## src/include/bridge_pkg.sv

```systemverilog
package bridge_pkg;

    // ==================================================
    // register map, byte offsets on the register port
    localparam logic [7:0] OFS_BRIDGE_CONTROL = 8'h00;
    localparam logic [7:0] OFS_COMMAND        = 8'h04;
    localparam logic [7:0] OFS_IO_BASE        = 8'h08;
    localparam logic [7:0] OFS_IO_LIMIT       = 8'h0c;
    localparam logic [7:0] OFS_MEM_BASE       = 8'h10;
    localparam logic [7:0] OFS_MEM_LIMIT      = 8'h14;
    localparam logic [7:0] OFS_PREF_BASE      = 8'h18;
    localparam logic [7:0] OFS_PREF_LIMIT     = 8'h1c;
    localparam logic [7:0] OFS_IRQ_STATUS     = 8'h20;
    localparam logic [7:0] OFS_IRQ_MASK       = 8'h24;

    // ==================================================
    // field positions
    localparam int BC_PARITY_BIT = 0;
    localparam int BC_SYSERR_BIT = 1;
    localparam int BC_ALIAS_BIT  = 2;
    localparam int BC_VIDEO_BIT  = 3;
    localparam int BC_FULL_BIT   = 4;
    localparam int BC_W          = 5;
    localparam int CMD_IO_BIT    = 0;
    localparam int CMD_MEM_BIT   = 1;
    localparam int CMD_SERR_BIT  = 8;
    localparam int CMD_W         = 9;
    localparam int IRQ_SYSERR    = 0;
    localparam int IRQ_PARITY    = 1;
    localparam int IRQ_POISON    = 2;
    localparam int IRQ_W         = 3;

    // ==================================================
    // reset values and address constants
    localparam logic [BC_W-1:0]  BC_RESET        = 5'h00;
    localparam logic [CMD_W-1:0] CMD_RESET       = 9'h000;
    localparam logic [31:0]      WIN_BASE_RESET  = 32'hffff_ffff;
    localparam logic [31:0]      WIN_LIMIT_RESET = 32'h0000_0000;
    localparam logic [31:0]      VIDEO_MEM_LO    = 32'h000a_0000;
    localparam logic [31:0]      VIDEO_MEM_HI    = 32'h000b_ffff;
    localparam logic [9:0]       VIDEO_IO_A_LO   = 10'h3b0;
    localparam logic [9:0]       VIDEO_IO_A_HI   = 10'h3bb;
    localparam logic [9:0]       VIDEO_IO_B_LO   = 10'h3c0;
    localparam logic [9:0]       VIDEO_IO_B_HI   = 10'h3df;

    // ==================================================
    // carriers
    typedef struct packed {
        logic        valid;
        logic        is_io;
        logic [31:0] addr;
    } req_s;

    typedef struct packed {
        logic valid;
        logic forward;
    } resp_s;

endpackage : bridge_pkg

```

## src/hdl/bridge_legacy_decode_error_ctrl.sv

```systemverilog
// Behaviour
// - full decode clear ignores io bits 15:10; set requires them zero
// - full decode bit matters only while legacy video forwarding is on
// - video forwarding on: forward downstream memory in a0000 to bffff
// - video forwarding on: forward downstream io 3b0-3bb, 3c0-3df, upper half zero
// - video forwarding on: block upstream requests to legacy video addresses
// - video forwarding ignores alias block and all base limit windows
// - video io needs io space enable, video memory needs memory space enable
// - alias block applies only inside io window and first 64 KB
// - alias block set: refuse downstream io to upper 768 bytes of 1 KB
// - alias block set: forward upstream io to upper 768 bytes of 1 KB
// - alias block clear: forward all downstream io inside io window while io space is enabled
// - forward system error only with forward bit, command enable and secondary error
// - forward bit clear: never forward secondary system errors
// - parity response clear: ignore secondary address, attribute, data errors
// - parity response set: detect and report those secondary errors
// - always poison data forwarded upstream after an uncorrectable data error
module bridge_legacy_decode_error_ctrl #(
    parameter int ADDR_W = 8
) (
    input  wire logic              clock,
    input  wire logic              rst_n,
    input  wire logic [ADDR_W-1:0] reg_addr,
    input  wire logic [31:0]       reg_wdata,
    input  wire logic              reg_wr,
    input  wire logic              reg_rd,
    output logic      [31:0]       reg_rdata,
    input  wire bridge_pkg::req_s  dn_req,
    output bridge_pkg::resp_s      dn_resp,
    input  wire bridge_pkg::req_s  up_req,
    output bridge_pkg::resp_s      up_resp,
    input  wire logic              sec_serr_n,
    input  wire logic              sec_addr_err,
    input  wire logic              sec_attr_err,
    input  wire logic              sec_data_err,
    input  wire logic              up_data_valid,
    output logic                   up_data_fwd_valid,
    output logic                   up_data_poison,
    output logic                   pri_syserr,
    output logic                   parity_err_report,
    output logic                   irq
);

    // ==================================================
    // state
    typedef struct packed {
        logic [bridge_pkg::BC_W-1:0]  bc;
        logic [bridge_pkg::CMD_W-1:0] cmd;
        logic [31:0]                  io_base;
        logic [31:0]                  io_limit;
        logic [31:0]                  mem_base;
        logic [31:0]                  mem_limit;
        logic [31:0]                  pref_base;
        logic [31:0]                  pref_limit;
        logic [bridge_pkg::IRQ_W-1:0] irq_status;
        logic [bridge_pkg::IRQ_W-1:0] irq_mask;
        logic [31:0]                  rdata;
        logic [2:0]                   serr_sync;
        logic                         serr_level;
        logic                         syserr;
        logic                         parity_rep;
        logic                         fwd_valid;
        logic                         poison;
        bridge_pkg::resp_s            dn;
        bridge_pkg::resp_s            up;
    } state_s;

    state_s state_reg;
    state_s state_next;

    // the map needs 6 address bits; wider addresses would alias onto the low offsets
    if (ADDR_W < 6 || ADDR_W > 8) begin : g_addr_w_check
        $error("ADDR_W must be 6 to 8 bits for the register map");
    end

    // ==================================================
    // decode helpers
    function automatic logic in_range(input logic [31:0] a, input logic [31:0] lo, input logic [31:0] hi);
        in_range = (a >= lo) && (a <= hi);
    endfunction : in_range

    function automatic logic legacy_mem_hit(input logic [31:0] a);
        legacy_mem_hit = in_range(a, bridge_pkg::VIDEO_MEM_LO, bridge_pkg::VIDEO_MEM_HI);
    endfunction : legacy_mem_hit

    function automatic logic legacy_io_hit(input logic [31:0] a, input logic full);
        logic low_ok;
        low_ok = ((a[9:0] >= bridge_pkg::VIDEO_IO_A_LO) && (a[9:0] <= bridge_pkg::VIDEO_IO_A_HI)) ||
                 ((a[9:0] >= bridge_pkg::VIDEO_IO_B_LO) && (a[9:0] <= bridge_pkg::VIDEO_IO_B_HI));
        legacy_io_hit = (a[31:16] == 16'h0000) && low_ok && (!full || (a[15:10] == 6'h00));
    endfunction : legacy_io_hit

    // upper 768 bytes of a 1 KB block inside the first 64 KB
    function automatic logic alias_hit(input logic [31:0] a);
        alias_hit = (a[31:16] == 16'h0000) && (a[9:8] != 2'h0);
    endfunction : alias_hit

    // ==================================================
    // register file view
    logic video_en;
    logic full_decode;
    logic alias_en;
    logic io_en;
    logic mem_en;
    logic [7:0] wide_addr;

    assign video_en    = state_reg.bc[bridge_pkg::BC_VIDEO_BIT];
    // the full decode bit is only consulted through video_en paths
    assign full_decode = state_reg.bc[bridge_pkg::BC_FULL_BIT] & video_en;
    assign alias_en    = state_reg.bc[bridge_pkg::BC_ALIAS_BIT];
    assign io_en       = state_reg.cmd[bridge_pkg::CMD_IO_BIT];
    assign mem_en      = state_reg.cmd[bridge_pkg::CMD_MEM_BIT];
    assign wide_addr   = 8'(reg_addr);

    // ==================================================
    // forwarding decisions
    logic dn_video;
    logic dn_in_io;
    logic dn_in_mem;
    logic dn_fwd;
    logic up_video;
    logic up_in_io;
    logic up_in_mem;
    logic up_fwd;

    always_comb begin
        dn_in_io  = in_range(dn_req.addr, state_reg.io_base, state_reg.io_limit);
        dn_in_mem = in_range(dn_req.addr, state_reg.mem_base, state_reg.mem_limit) ||
                    in_range(dn_req.addr, state_reg.pref_base, state_reg.pref_limit);
        dn_video  = video_en && (dn_req.is_io ? legacy_io_hit(dn_req.addr, full_decode)
                                              : legacy_mem_hit(dn_req.addr));
        if (dn_video) begin
            // windows and alias block are bypassed here
            dn_fwd = dn_req.is_io ? io_en : mem_en;
        end else if (dn_req.is_io) begin
            dn_fwd = io_en && dn_in_io && !(alias_en && alias_hit(dn_req.addr));
        end else begin
            dn_fwd = mem_en && dn_in_mem;
        end
    end

    always_comb begin
        up_in_io  = in_range(up_req.addr, state_reg.io_base, state_reg.io_limit);
        up_in_mem = in_range(up_req.addr, state_reg.mem_base, state_reg.mem_limit) ||
                    in_range(up_req.addr, state_reg.pref_base, state_reg.pref_limit);
        up_video  = video_en && (up_req.is_io ? legacy_io_hit(up_req.addr, full_decode)
                                              : legacy_mem_hit(up_req.addr));
        if (up_video) begin
            up_fwd = 1'b0;
        end else if (up_req.is_io) begin
            // aliased IO_ALIAS_BLOCK_EN ranges inside the window belong upstream
            up_fwd = (alias_en && up_in_io && alias_hit(up_req.addr)) || !up_in_io;
        end else begin
            up_fwd = !up_in_mem;
        end
    end

    // ==================================================
    // next state
    logic serr_on;
    logic any_err;
    logic [bridge_pkg::IRQ_W-1:0] irq_set;

    always_comb begin
        state_next = state_reg;
        serr_on    = 1'b0;
        any_err    = 1'b0;
        irq_set    = '0;

        // pin synchroniser; only the agreeing later stages are looked at
        state_next.serr_sync = {state_reg.serr_sync[1:0], sec_serr_n};
        if (state_reg.serr_sync[1] == state_reg.serr_sync[2]) begin
            state_next.serr_level = !state_reg.serr_sync[2];
        end

        serr_on = state_reg.bc[bridge_pkg::BC_SYSERR_BIT] &&
                  state_reg.cmd[bridge_pkg::CMD_SERR_BIT] && state_reg.serr_level;
        state_next.syserr = serr_on;

        any_err = sec_addr_err || sec_attr_err || sec_data_err;
        state_next.parity_rep = state_reg.bc[bridge_pkg::BC_PARITY_BIT] && any_err;

        // poison is independent of the parity response bit
        state_next.fwd_valid = up_data_valid;
        state_next.poison    = up_data_valid && sec_data_err;

        state_next.dn = '{valid: dn_req.valid, forward: dn_req.valid && dn_fwd};
        state_next.up = '{valid: up_req.valid, forward: up_req.valid && up_fwd};

        irq_set[bridge_pkg::IRQ_SYSERR] = serr_on && !state_reg.syserr;
        irq_set[bridge_pkg::IRQ_PARITY] = state_next.parity_rep;
        irq_set[bridge_pkg::IRQ_POISON] = state_next.poison;

        state_next.rdata = 32'h0000_0000;
        if (reg_rd) begin
            case (wide_addr)
                bridge_pkg::OFS_BRIDGE_CONTROL: state_next.rdata = 32'(state_reg.bc);
                bridge_pkg::OFS_COMMAND:        state_next.rdata = 32'(state_reg.cmd);
                bridge_pkg::OFS_IO_BASE:        state_next.rdata = state_reg.io_base;
                bridge_pkg::OFS_IO_LIMIT:       state_next.rdata = state_reg.io_limit;
                bridge_pkg::OFS_MEM_BASE:       state_next.rdata = state_reg.mem_base;
                bridge_pkg::OFS_MEM_LIMIT:      state_next.rdata = state_reg.mem_limit;
                bridge_pkg::OFS_PREF_BASE:      state_next.rdata = state_reg.pref_base;
                bridge_pkg::OFS_PREF_LIMIT:     state_next.rdata = state_reg.pref_limit;
                bridge_pkg::OFS_IRQ_STATUS:     state_next.rdata = 32'(state_reg.irq_status);
                bridge_pkg::OFS_IRQ_MASK:       state_next.rdata = 32'(state_reg.irq_mask);
                default:                        state_next.rdata = 32'h0000_0000;
            endcase
        end

        // a read clears status, but an event in the same cycle survives
        if (reg_rd && (wide_addr == bridge_pkg::OFS_IRQ_STATUS)) begin
            state_next.irq_status = irq_set;
        end else begin
            state_next.irq_status = state_reg.irq_status | irq_set;
        end

        if (reg_wr) begin
            case (wide_addr)
                bridge_pkg::OFS_BRIDGE_CONTROL: state_next.bc = reg_wdata[bridge_pkg::BC_W-1:0];
                bridge_pkg::OFS_COMMAND:        state_next.cmd = reg_wdata[bridge_pkg::CMD_W-1:0];
                bridge_pkg::OFS_IO_BASE:        state_next.io_base = reg_wdata;
                bridge_pkg::OFS_IO_LIMIT:       state_next.io_limit = reg_wdata;
                bridge_pkg::OFS_MEM_BASE:       state_next.mem_base = reg_wdata;
                bridge_pkg::OFS_MEM_LIMIT:      state_next.mem_limit = reg_wdata;
                bridge_pkg::OFS_PREF_BASE:      state_next.pref_base = reg_wdata;
                bridge_pkg::OFS_PREF_LIMIT:     state_next.pref_limit = reg_wdata;
                bridge_pkg::OFS_IRQ_MASK:       state_next.irq_mask = reg_wdata[bridge_pkg::IRQ_W-1:0];
                default: begin
                end
            endcase
        end
    end

    always_ff @(posedge clock) begin
        if (!rst_n) begin
            state_reg            <= '0;
            state_reg.bc         <= bridge_pkg::BC_RESET;
            state_reg.cmd        <= bridge_pkg::CMD_RESET;
            state_reg.io_base    <= bridge_pkg::WIN_BASE_RESET;
            state_reg.io_limit   <= bridge_pkg::WIN_LIMIT_RESET;
            state_reg.mem_base   <= bridge_pkg::WIN_BASE_RESET;
            state_reg.mem_limit  <= bridge_pkg::WIN_LIMIT_RESET;
            state_reg.pref_base  <= bridge_pkg::WIN_BASE_RESET;
            state_reg.pref_limit <= bridge_pkg::WIN_LIMIT_RESET;
            state_reg.serr_sync  <= 3'h7;
        end else begin
            state_reg <= state_next;
        end
    end

    // ==================================================
    // outputs
    assign reg_rdata         = state_reg.rdata;
    assign dn_resp           = state_reg.dn;
    assign up_resp           = state_reg.up;
    assign pri_syserr        = state_reg.syserr;
    assign parity_err_report = state_reg.parity_rep;
    assign up_data_fwd_valid = state_reg.fwd_valid;
    assign up_data_poison    = state_reg.poison;
    assign irq               = |(state_reg.irq_status & state_reg.irq_mask);
endmodule : bridge_legacy_decode_error_ctrl

```

## config.mk

```make
export PLATFORM = sky130hd
export DESIGN_NAME = bridge_legacy_decode_error_ctrl
export DESIGN_NICKNAME = d
export VERILOG_FILES = /design/src/include/bridge_pkg.sv /design/src/hdl/bridge_legacy_decode_error_ctrl.sv
export SDC_FILE = /design/constraint.sdc
export NUM_CORES = 1
export LEC_CHECK = 0
export ABC_AREA = 1
export ABC_CLOCK_PERIOD_IN_PS = 4900
export BUFFER_PORTS_ARGS = -buffer_cell sky130_fd_sc_hd__buf_4
export CAP_MARGIN = 25
export CORE_AREA = 10 10 217 219
export CTS_CLUSTER_SIZE = 40
export DETAILED_ROUTE_END_ITERATION = 16
export DIE_AREA = 0 0 227 229
export GPL_TIMING_DRIVEN = 0
export SLEW_MARGIN = 5
export SYNTH_ARGS = -nofsm -noshare
export SYNTH_HDL_FRONTEND = slang
export SYNTH_SLANG_ARGS = --single-unit
```

## constraint.sdc

```tcl
create_clock -name clock -period 4.9 [get_ports clock]
set_clock_uncertainty 0.2 [all_clocks]
set_input_delay 0.735 -clock clock [delete_from_list [all_inputs] [get_ports clock]]
set_output_delay 0.735 -clock clock [all_outputs]
set_load 0.02 [all_outputs]
```

* Word level (Yosys, flattened, before mapping)
Index checks and enable logic that the tools add are counted.
** Storage, ports and cells
- Flip-flop bits (word level) :: 256
- Input bits :: 117
- Output and inout bits :: 41
- Logic and storage cells :: 134
** Operators by class
- Magnitude comparators :: 24
- Equal/unequal tests :: 10
- Mux-type cells :: 9
- Bitwise logic cells :: 3
- Reductions and logical operators :: 67
** Operators with widths (number)
- 32-bit one-hot mux with 10 select lines :: 1
- 32-bit greater-or-equal comparator :: 6
- 32-bit less-or-equal comparator :: 6
- 32-bit by 20-bit greater-or-equal comparator with 1-bit output (second input constant) :: 2
- 32-bit by 20-bit less-or-equal comparator with 1-bit output (second input constant) :: 2
- 10-bit greater-or-equal comparator (second input constant) :: 4
- 10-bit less-or-equal comparator (second input constant) :: 4
- 1-bit logical AND :: 34
- 8-bit by 5-bit == test with 1-bit output (second input constant) :: 4
- 16-bit zero test :: 2
- 2-bit AND reduction :: 10
- 8-bit by 4-bit == test with 1-bit output (second input constant) :: 2
- 8-bit by 6-bit == test with 1-bit output (second input constant) :: 2
- 6-bit zero test :: 2
- 1-bit logical OR :: 9
- 8-bit by 3-bit == test with 1-bit output (second input constant) :: 1
- 8-bit zero test :: 1
- 1-bit two-way mux :: 7
- 1-bit zero test :: 6
- 2-bit nonzero test :: 2
- 3-bit bitwise AND :: 1
- 3-bit two-way mux :: 1
- 3-bit bitwise OR :: 1
- 3-bit OR reduction :: 1
- 2 further kinds :: 2

* Logic depth before layout (Yosys ltp)
Gate-level depths: netlist (run 1).
- Word-level depth :: 9
- Depth in mapped cells :: 18
- Gate-level depth less buffers :: 18

* Worst setup path after synthesis (run 1)
OpenSTA, ideal clock, no wires.
- Path type :: input -> register
- From :: input reg_addr[1]
- To :: register state_reg[137] (netlist name)
- Data arrival time :: 1.877 ns
- Slack :: 2.694 ns
- Cell stages on the path :: 8
- Buffers on the path :: 1
- Path through :: or2_1 nor3_2 nand2_1 inv_2 nand2_2 clkbuf_1 o21ai_0 a21oi_1
** On the way
- Longest elaborated chain between the ends :: 2
** Ends and longest elaborated chain
- start, declared :: line bridge_legacy_decode_error_ctrl.sv:23 : input wire logic [ADDR_W-1:0] reg_addr,
- 8-bit by 5-bit == test with 1-bit output :: line bridge_legacy_decode_error_ctrl.sv:219 : case (wide_addr)
- 2-bit AND reduction (no line)
- end signal, assigned :: line bridge_legacy_decode_error_ctrl.sv:248 : state_reg <= state_next;
- end, declared :: line bridge_legacy_decode_error_ctrl.sv:68 : state_s state_reg;
No other way between the ends.
A chain may end at the register's enable or synchronous reset.

* Worst setup path in the final report (run 1)
- From :: input reg_addr[0]
- To :: register state_reg (netlist bit reg_rdata[14])
** On the way
- Longest elaborated chain between the ends :: 2
- Elaborated cells on any way between the ends :: 11
- Those cells by class :: eq/ne: 9; mux: 1; reduce/logical: 1
** Ends and longest elaborated chain
- 8-bit by 6-bit == test with 1-bit output (tied with other cells) :: line bridge_legacy_decode_error_ctrl.sv:196 : case (wide_addr)
- 32-bit one-hot mux with 10 select lines (*) :: line bridge_legacy_decode_error_ctrl.sv:196
Every way passes the cells marked *; elsewhere a longest branch is shown, timed or not.

==> results of run 1 <==
==> report_power, final <==
part,total (W),switching [W],internal (W),leakage (nW)
registers,0.00209,0.00000331,0.00209,2.07
clock network,0.00257,0.00103,0.00154,0.554
logic,0.000664,0.000429,0.000235,8.07
total,0.00532,0.00146,0.00386,10.7
==> worst max path at each step <==
stage / start / end / slack (ps)
after detailed placement: reg_addr[0] / reg_rdata[14] / 1680
after floorplan: reg_addr[1] / state_reg[137] / 2690
after global placement: reg_addr[1] / reg_rdata[14] / 1420
after global routing: reg_addr[0] / reg_rdata[14] / 2200
after CTS: reg_addr[0] / reg_rdata[14] / 2300
final: reg_addr[0] / reg_rdata[14] / 2070
==> cell type report <==
type	instances	area share
clock inverters	17	0.0113
well taps	546	0.0310
inverters	293	0.0499
flip-flops and latches	256	0.233
plain buffers	120	0.0281
multi-input cells	1908	0.552
clock buffers	41	0.0401
repair buffers	158	0.0550
==> per-layer routing <==
metal | up-vias | global-route usage | share of wire
met4 | 0 | 0.154 | 0.055
met5 | - | 0 | 0
met1 | 9060 | 0.388 | 0.42
li1 | 9264 | - | -
met2 | 846 | 0.492 | 0.45
met3 | 188 | 0.0392 | 0.071
==> stage by stage <==
stage | utilization | area, um^2 | hold WS (ps) | setup slack [ps]
detailed placement | 0.489 | 20900 | 236 | 1680
global route | 0.516 | 22000 | 106 | 2200
finish | 0.516 | 22000 | 116 | 2070
global placement | 0.488 | 20800 | 202 | 1420
CTS | 0.516 | 22000 | 93.6 | 2300
floorplan | - | 19000 | 193 | 2690
==> kinds of logic after synthesis <==
group                    Yosys count  synth area share
AND/OR/NAND/NOR                  793             0.172
buffers and inverters            413            0.0904
AO/OA/AOI/OAI                    731             0.215
flip-flops                       256             0.270
adder cells (fa/ha/maj)          384             0.253
==> worst max-delay path: stages <==
cell      delay [ps]
buf_4             70
or2_1            200
nor3_2            80
nand2_1          220
clkbuf_1         920
o22ai_1          170
nor3_1           560
nor2_1           120
==> synth_stat cells, types with 2 or more instances <==
library cell and number:
o21bai_1 10, ha_1 384, nor4_1 14, a21oi_1 317, dfxtp_1 256, a221oi_1 2, nor2_2 3, inv_1 287
a31oi_1 3, o211ai_1 63, or2_2 3, o21a_1 16, nor2_1 187, nand2_1 465, a211oi_1 3, buf_1 4
inv_2 5, o21ai_1 2, buf_4 36, o31ai_1 2, buf_2 26, o22ai_1 86, clkbuf_1 54, o2111ai_1 5
o21ai_0 204, nor3_2 4, nand3_1 37, a21o_1 11, nand4_1 32, nor3_1 41, a31o_2 3
==> results.cfg, run 1 <==
[clocking]
cts-resized-gates = 0
clock_path_buffers = 3
cts-root-buf = clkbuf_16
hold_buffers = 0
clock_sinks = 256
numCtsBuffers = 31
clock_latency_ps = 610
htreeDepth = 1
cts.clk_slew.worst_paths_ps = 60
cts_setup_buffers = 0
cts_tree = yes

[logic_synthesis]
synth_cell_types = 43
syn-cell-area_um2 = 19000
synth_largest_area_cell = dfxtp_1
netlist_top_cells_area = dfxtp_1, ha_1, nand2_1, a21oi_1, inv_1
synthFlopType = dfxtp_1
synth_async_sr_flop_share = 0
syn-num-nets = 3078
synthCells = 2577
yosys.area.top_type_share = 0.270
ys.warnings.count = 0
synth_edf_count = 0
ys_ff_latch = 256
syn_avg_cell_area_um2 = 7.37
synth_seq_area_share = 0.270

[worst_setup_path]
critical_path_class = primary input to flop
r2r_start = state_reg[113]
cp_max_fo = 10
cp-end-kind = flop
cp-start-kind = primary input
rr_worst_depth = 11
crit_arrival_ps = 3090
r2r-end = up_resp[0]
rrSetupSlack_ps = 2270
cp.required_ps = 5150

[final_layout]
largest_register_ffs = 211
drive_above_1_share = 0.106
stdcell_count = 3339
final_cell_mix = nand2_1, ha_1, a21oi_1, inv_1, dfxtp_1
diodes = 0
multi_input_area_um2 = 12200
nFillCells = 4187
seq_area_um2 = 5120
layout_commonest_cell = nand2_1
area_delta_synth_final_pct = 15.9
finish.net_count = 3269

[floorplanning]
floorplan.initialDensity = 0.445
die_area_um2 = 52000
die_w_um = 227
core-area_um2 = 42700
num_io_pins = 158
rows = 76
die_y_um = 229

[route]
dr.first_iter.drc_count = 1959
post-route-drc-count = 0
post_drt_wl_per_cell_um = 24.4
first_pass_iters = 5
route.antenna.remaining_nets = 0
routed_wirelength_mm = 81.6
via_per_inst = 5.80
vias = 19400

[power]
p_total_w = 0.00532
power_density_nw_per_um2 = 242
ir_worst_vdd_uv = 267
p_leak_nw = 10.7

[sta]
worst_slew_pin_slew_ps = 1250
max_freq_mhz = 353
rsz0062_at_grt = no
period_minus_slack_ps = 2830
slew_headroom = 0.166
finalMaxSlewViolations = 0
hold_viol = 0
setup_viol = 0
post-route-period-util = 0.578
tns_ps = 0

[placed_design]
dp_cells = 3281
io_buffers = 153
place_hpwl_mm = 64.0
routabilityCongestion = 0.982

[global_routing]
grtUsageTotal = 0.304
grt_max_degree = 17
antenna_found_initial = 0
grt_pass1_vias = 18200
grt.overflow.total = 0
grt_pass1_wl_mm = 118

[worst_hold_path]
whs_path_depth = 2
worstHoldEndpoint = state_next[10]
min_path_type = primary input to flop
min_from = sec_serr_n

[outcome]
outcome = complete, no violations

[flow_run]
cap_violations = 0
No activity file was read; power rests on OpenSTA's default activity.
==> run 2, diff against run 1 <==
Settings changed: ABC_CLOCK_PERIOD_IN_PS 4900 to 2900.
Clock period 4.9 ns to 2.9 ns, I/O delays scaled along.
==> run 2 against run 1 <==
Critical path depth is 3 higher. Via count is 0.66% higher. Die area stayed put. Sequential share of layout area is 0.40 points lower.
==> results.cfg, run 2 (synthesis gave the netlist of run 1 again) <==
[clocking]
htreeDepth = 1
clock_path_buffers = 3
cts-resized-gates = 0
cts.clk_slew.worst_paths_ps = 60
clock_sinks = 256
cts_tree = yes
clock_latency_ps = 610
cts-root-buf = clkbuf_16
cts_setup_buffers = 0
numCtsBuffers = 31

[final_layout]
fin_util = 0.525
area_delta_synth_final_pct = 18.0
layout_commonest_cell = nand2_1
postLayoutCellArea_um2 = 22400
final_cell_mix = nand2_1, ha_1, a21oi_1, inv_1, dfxtp_1
nFillCells = 4152
drive_above_1_share = 0.105
largest_register_ffs = 211
stdcell_count = 3378
finish.net_count = 3307

[placed_design]
routabilityCongestion = 0.982
dp_cells = 3281
io_buffers = 153
place_area_um2 = 20900
place_hpwl_mm = 64.0
post-place-ws_ps = -23.7

[worst_setup_path]
critical_path_class = flop to flop
crit_chain = inv_1 -> ha_1 -> nand2_1 -> nor2_1 -> nand2_1 -> nor4_1 -> nand3_1 -> nand3_1 -> nand2_1 -> nand3_1 -> a21oi_1
cp-endpoint = up_resp[0]
rrSetupSlack_ps = 290
cp-startpoint = state_reg[177]
rr_worst_depth = 11
r2r_start = state_reg[177]
cp.required_ps = 3190
critical_path.slowest_cell = nor4_1
cp-end-kind = flop
cp-start-kind = flop
r2r-end = up_resp[0]
crit_arrival_ps = 2900
max_stage_delay_ps = 700
cp_max_fo = 4

[sta]
finalMaxSlewViolations = 0
rsz0062_at_grt = no
worst_slew_pin_slew_ps = 1240
max_freq_mhz = 382
hold_viol = 0
setup_viol = 0
period_minus_slack_ps = 2610
post-route-period-util = 0.902
setup_slack_ps = 285
slew_headroom = 0.176

[route]
via_per_inst = 5.77
post_drt_wl_per_cell_um = 24.3
dr.first_iter.drc_count = 1943
post-route-drc-count = 0
vias = 19500
first_pass_iters = 6
routed_wirelength_mm = 82.1
route.antenna.remaining_nets = 0

[floorplanning]
core-area_um2 = 42700
num_io_pins = 158
rows = 76
die_y_um = 229
floorplan.initialDensity = 0.445
die_area_um2 = 52000
die_w_um = 227

[worst_hold_path]
min_path_type = primary input to flop

[power]
ir_worst_vdd_uv = 453
p_leak_nw = 10.8
power_density_nw_per_um2 = 403
p_total_w = 0.00904

[outcome]
outcome = complete, no violations

[global_routing]
grt_pass1_vias = 18400
grt_max_degree = 17
antenna_found_initial = 0
grtUsageTotal = 0.305
grt.overflow.total = 0
grt_pass1_wl_mm = 118

[flow_run]
cap_violations = 0
[run 2: cell types whose count changed in the layout (fill, tap and decap cells not counted)]
cell,before,now
dlygate4sd3_1,0,38
diode_2,0,1
[run 2: worst min-delay path by stage]
stage	depth (start not counted)	start	slack (ps)	to
6_report	6	up_req[32]	100	up_resp[0]
5_1_grt	3	reg_wdata[0]	110	state_reg[146]
4_1_cts	3	reg_wr	70	state_reg[46]
3_5_place_dp	1	state_reg[11]	240	state_reg[8]
3_3_place_gp	1	state_next[10]	200	state_next[11]
2_1_floorplan	1	state_next[10]	190	state_next[11]
[run 2: report_power, final]
part	leakage, nW	switching (W)	total (W)	internal (W)
logic	8.23	0.000734	0.00116	0.000428
registers	2.07	0.00000575	0.00354	0.00353
clock network	0.554	0.00174	0.00434	0.00260
total	10.8	0.00248	0.00904	0.00656
[run 2: routing by layer]
layer	track usage	vias up	wire length, um
met5	0	-	0
met4	0.154	0	4660
met3	0.0392	197	5780
met2	0.496	815	37200
met1	0.389	9126	34500
li1	-	9347	-
[run 2: critical path: cells and delay by family, from the launching register on]
family / cells / cell delay [ps]
buffers and inverters: 1 / 110
and+or+nand+nor: 8 / 1500
AOI/OAI and AO/OA: 1 / 70
DFF: 1 / 300
adders and majority gates: 1 / 330
[run 2: through the flow]
stage | hold WS (ps) | setup TNS (ps)
after floorplan | 193 | 0
after global placement | 202 | -660
after detailed placement | 236 | -23.7
after CTS | 68.3 | 0
after global routing | 110 | 0
final | 99.3 | 0
[run 2: final cells by class]
class	instances	area [um^2]	area share
Tap cell	546	683	0.0305
Buffer	120	618	0.0276
Antenna cell	1	2.50	0.000112
Clock buffer	41	883	0.0394
Sequential cell	256	5120	0.229
Timing Repair Buffer	196	1590	0.0711
Clock inverter	17	249	0.0111
Inverter	293	1100	0.0491
Multi-Input combinational cell	1908	12200	0.542
[run 2: what timing repair did]
item,CTS,global route
hold buffers,38,0
hold endpoints to repair,170,0
endpoints found under the setup margin,0,0
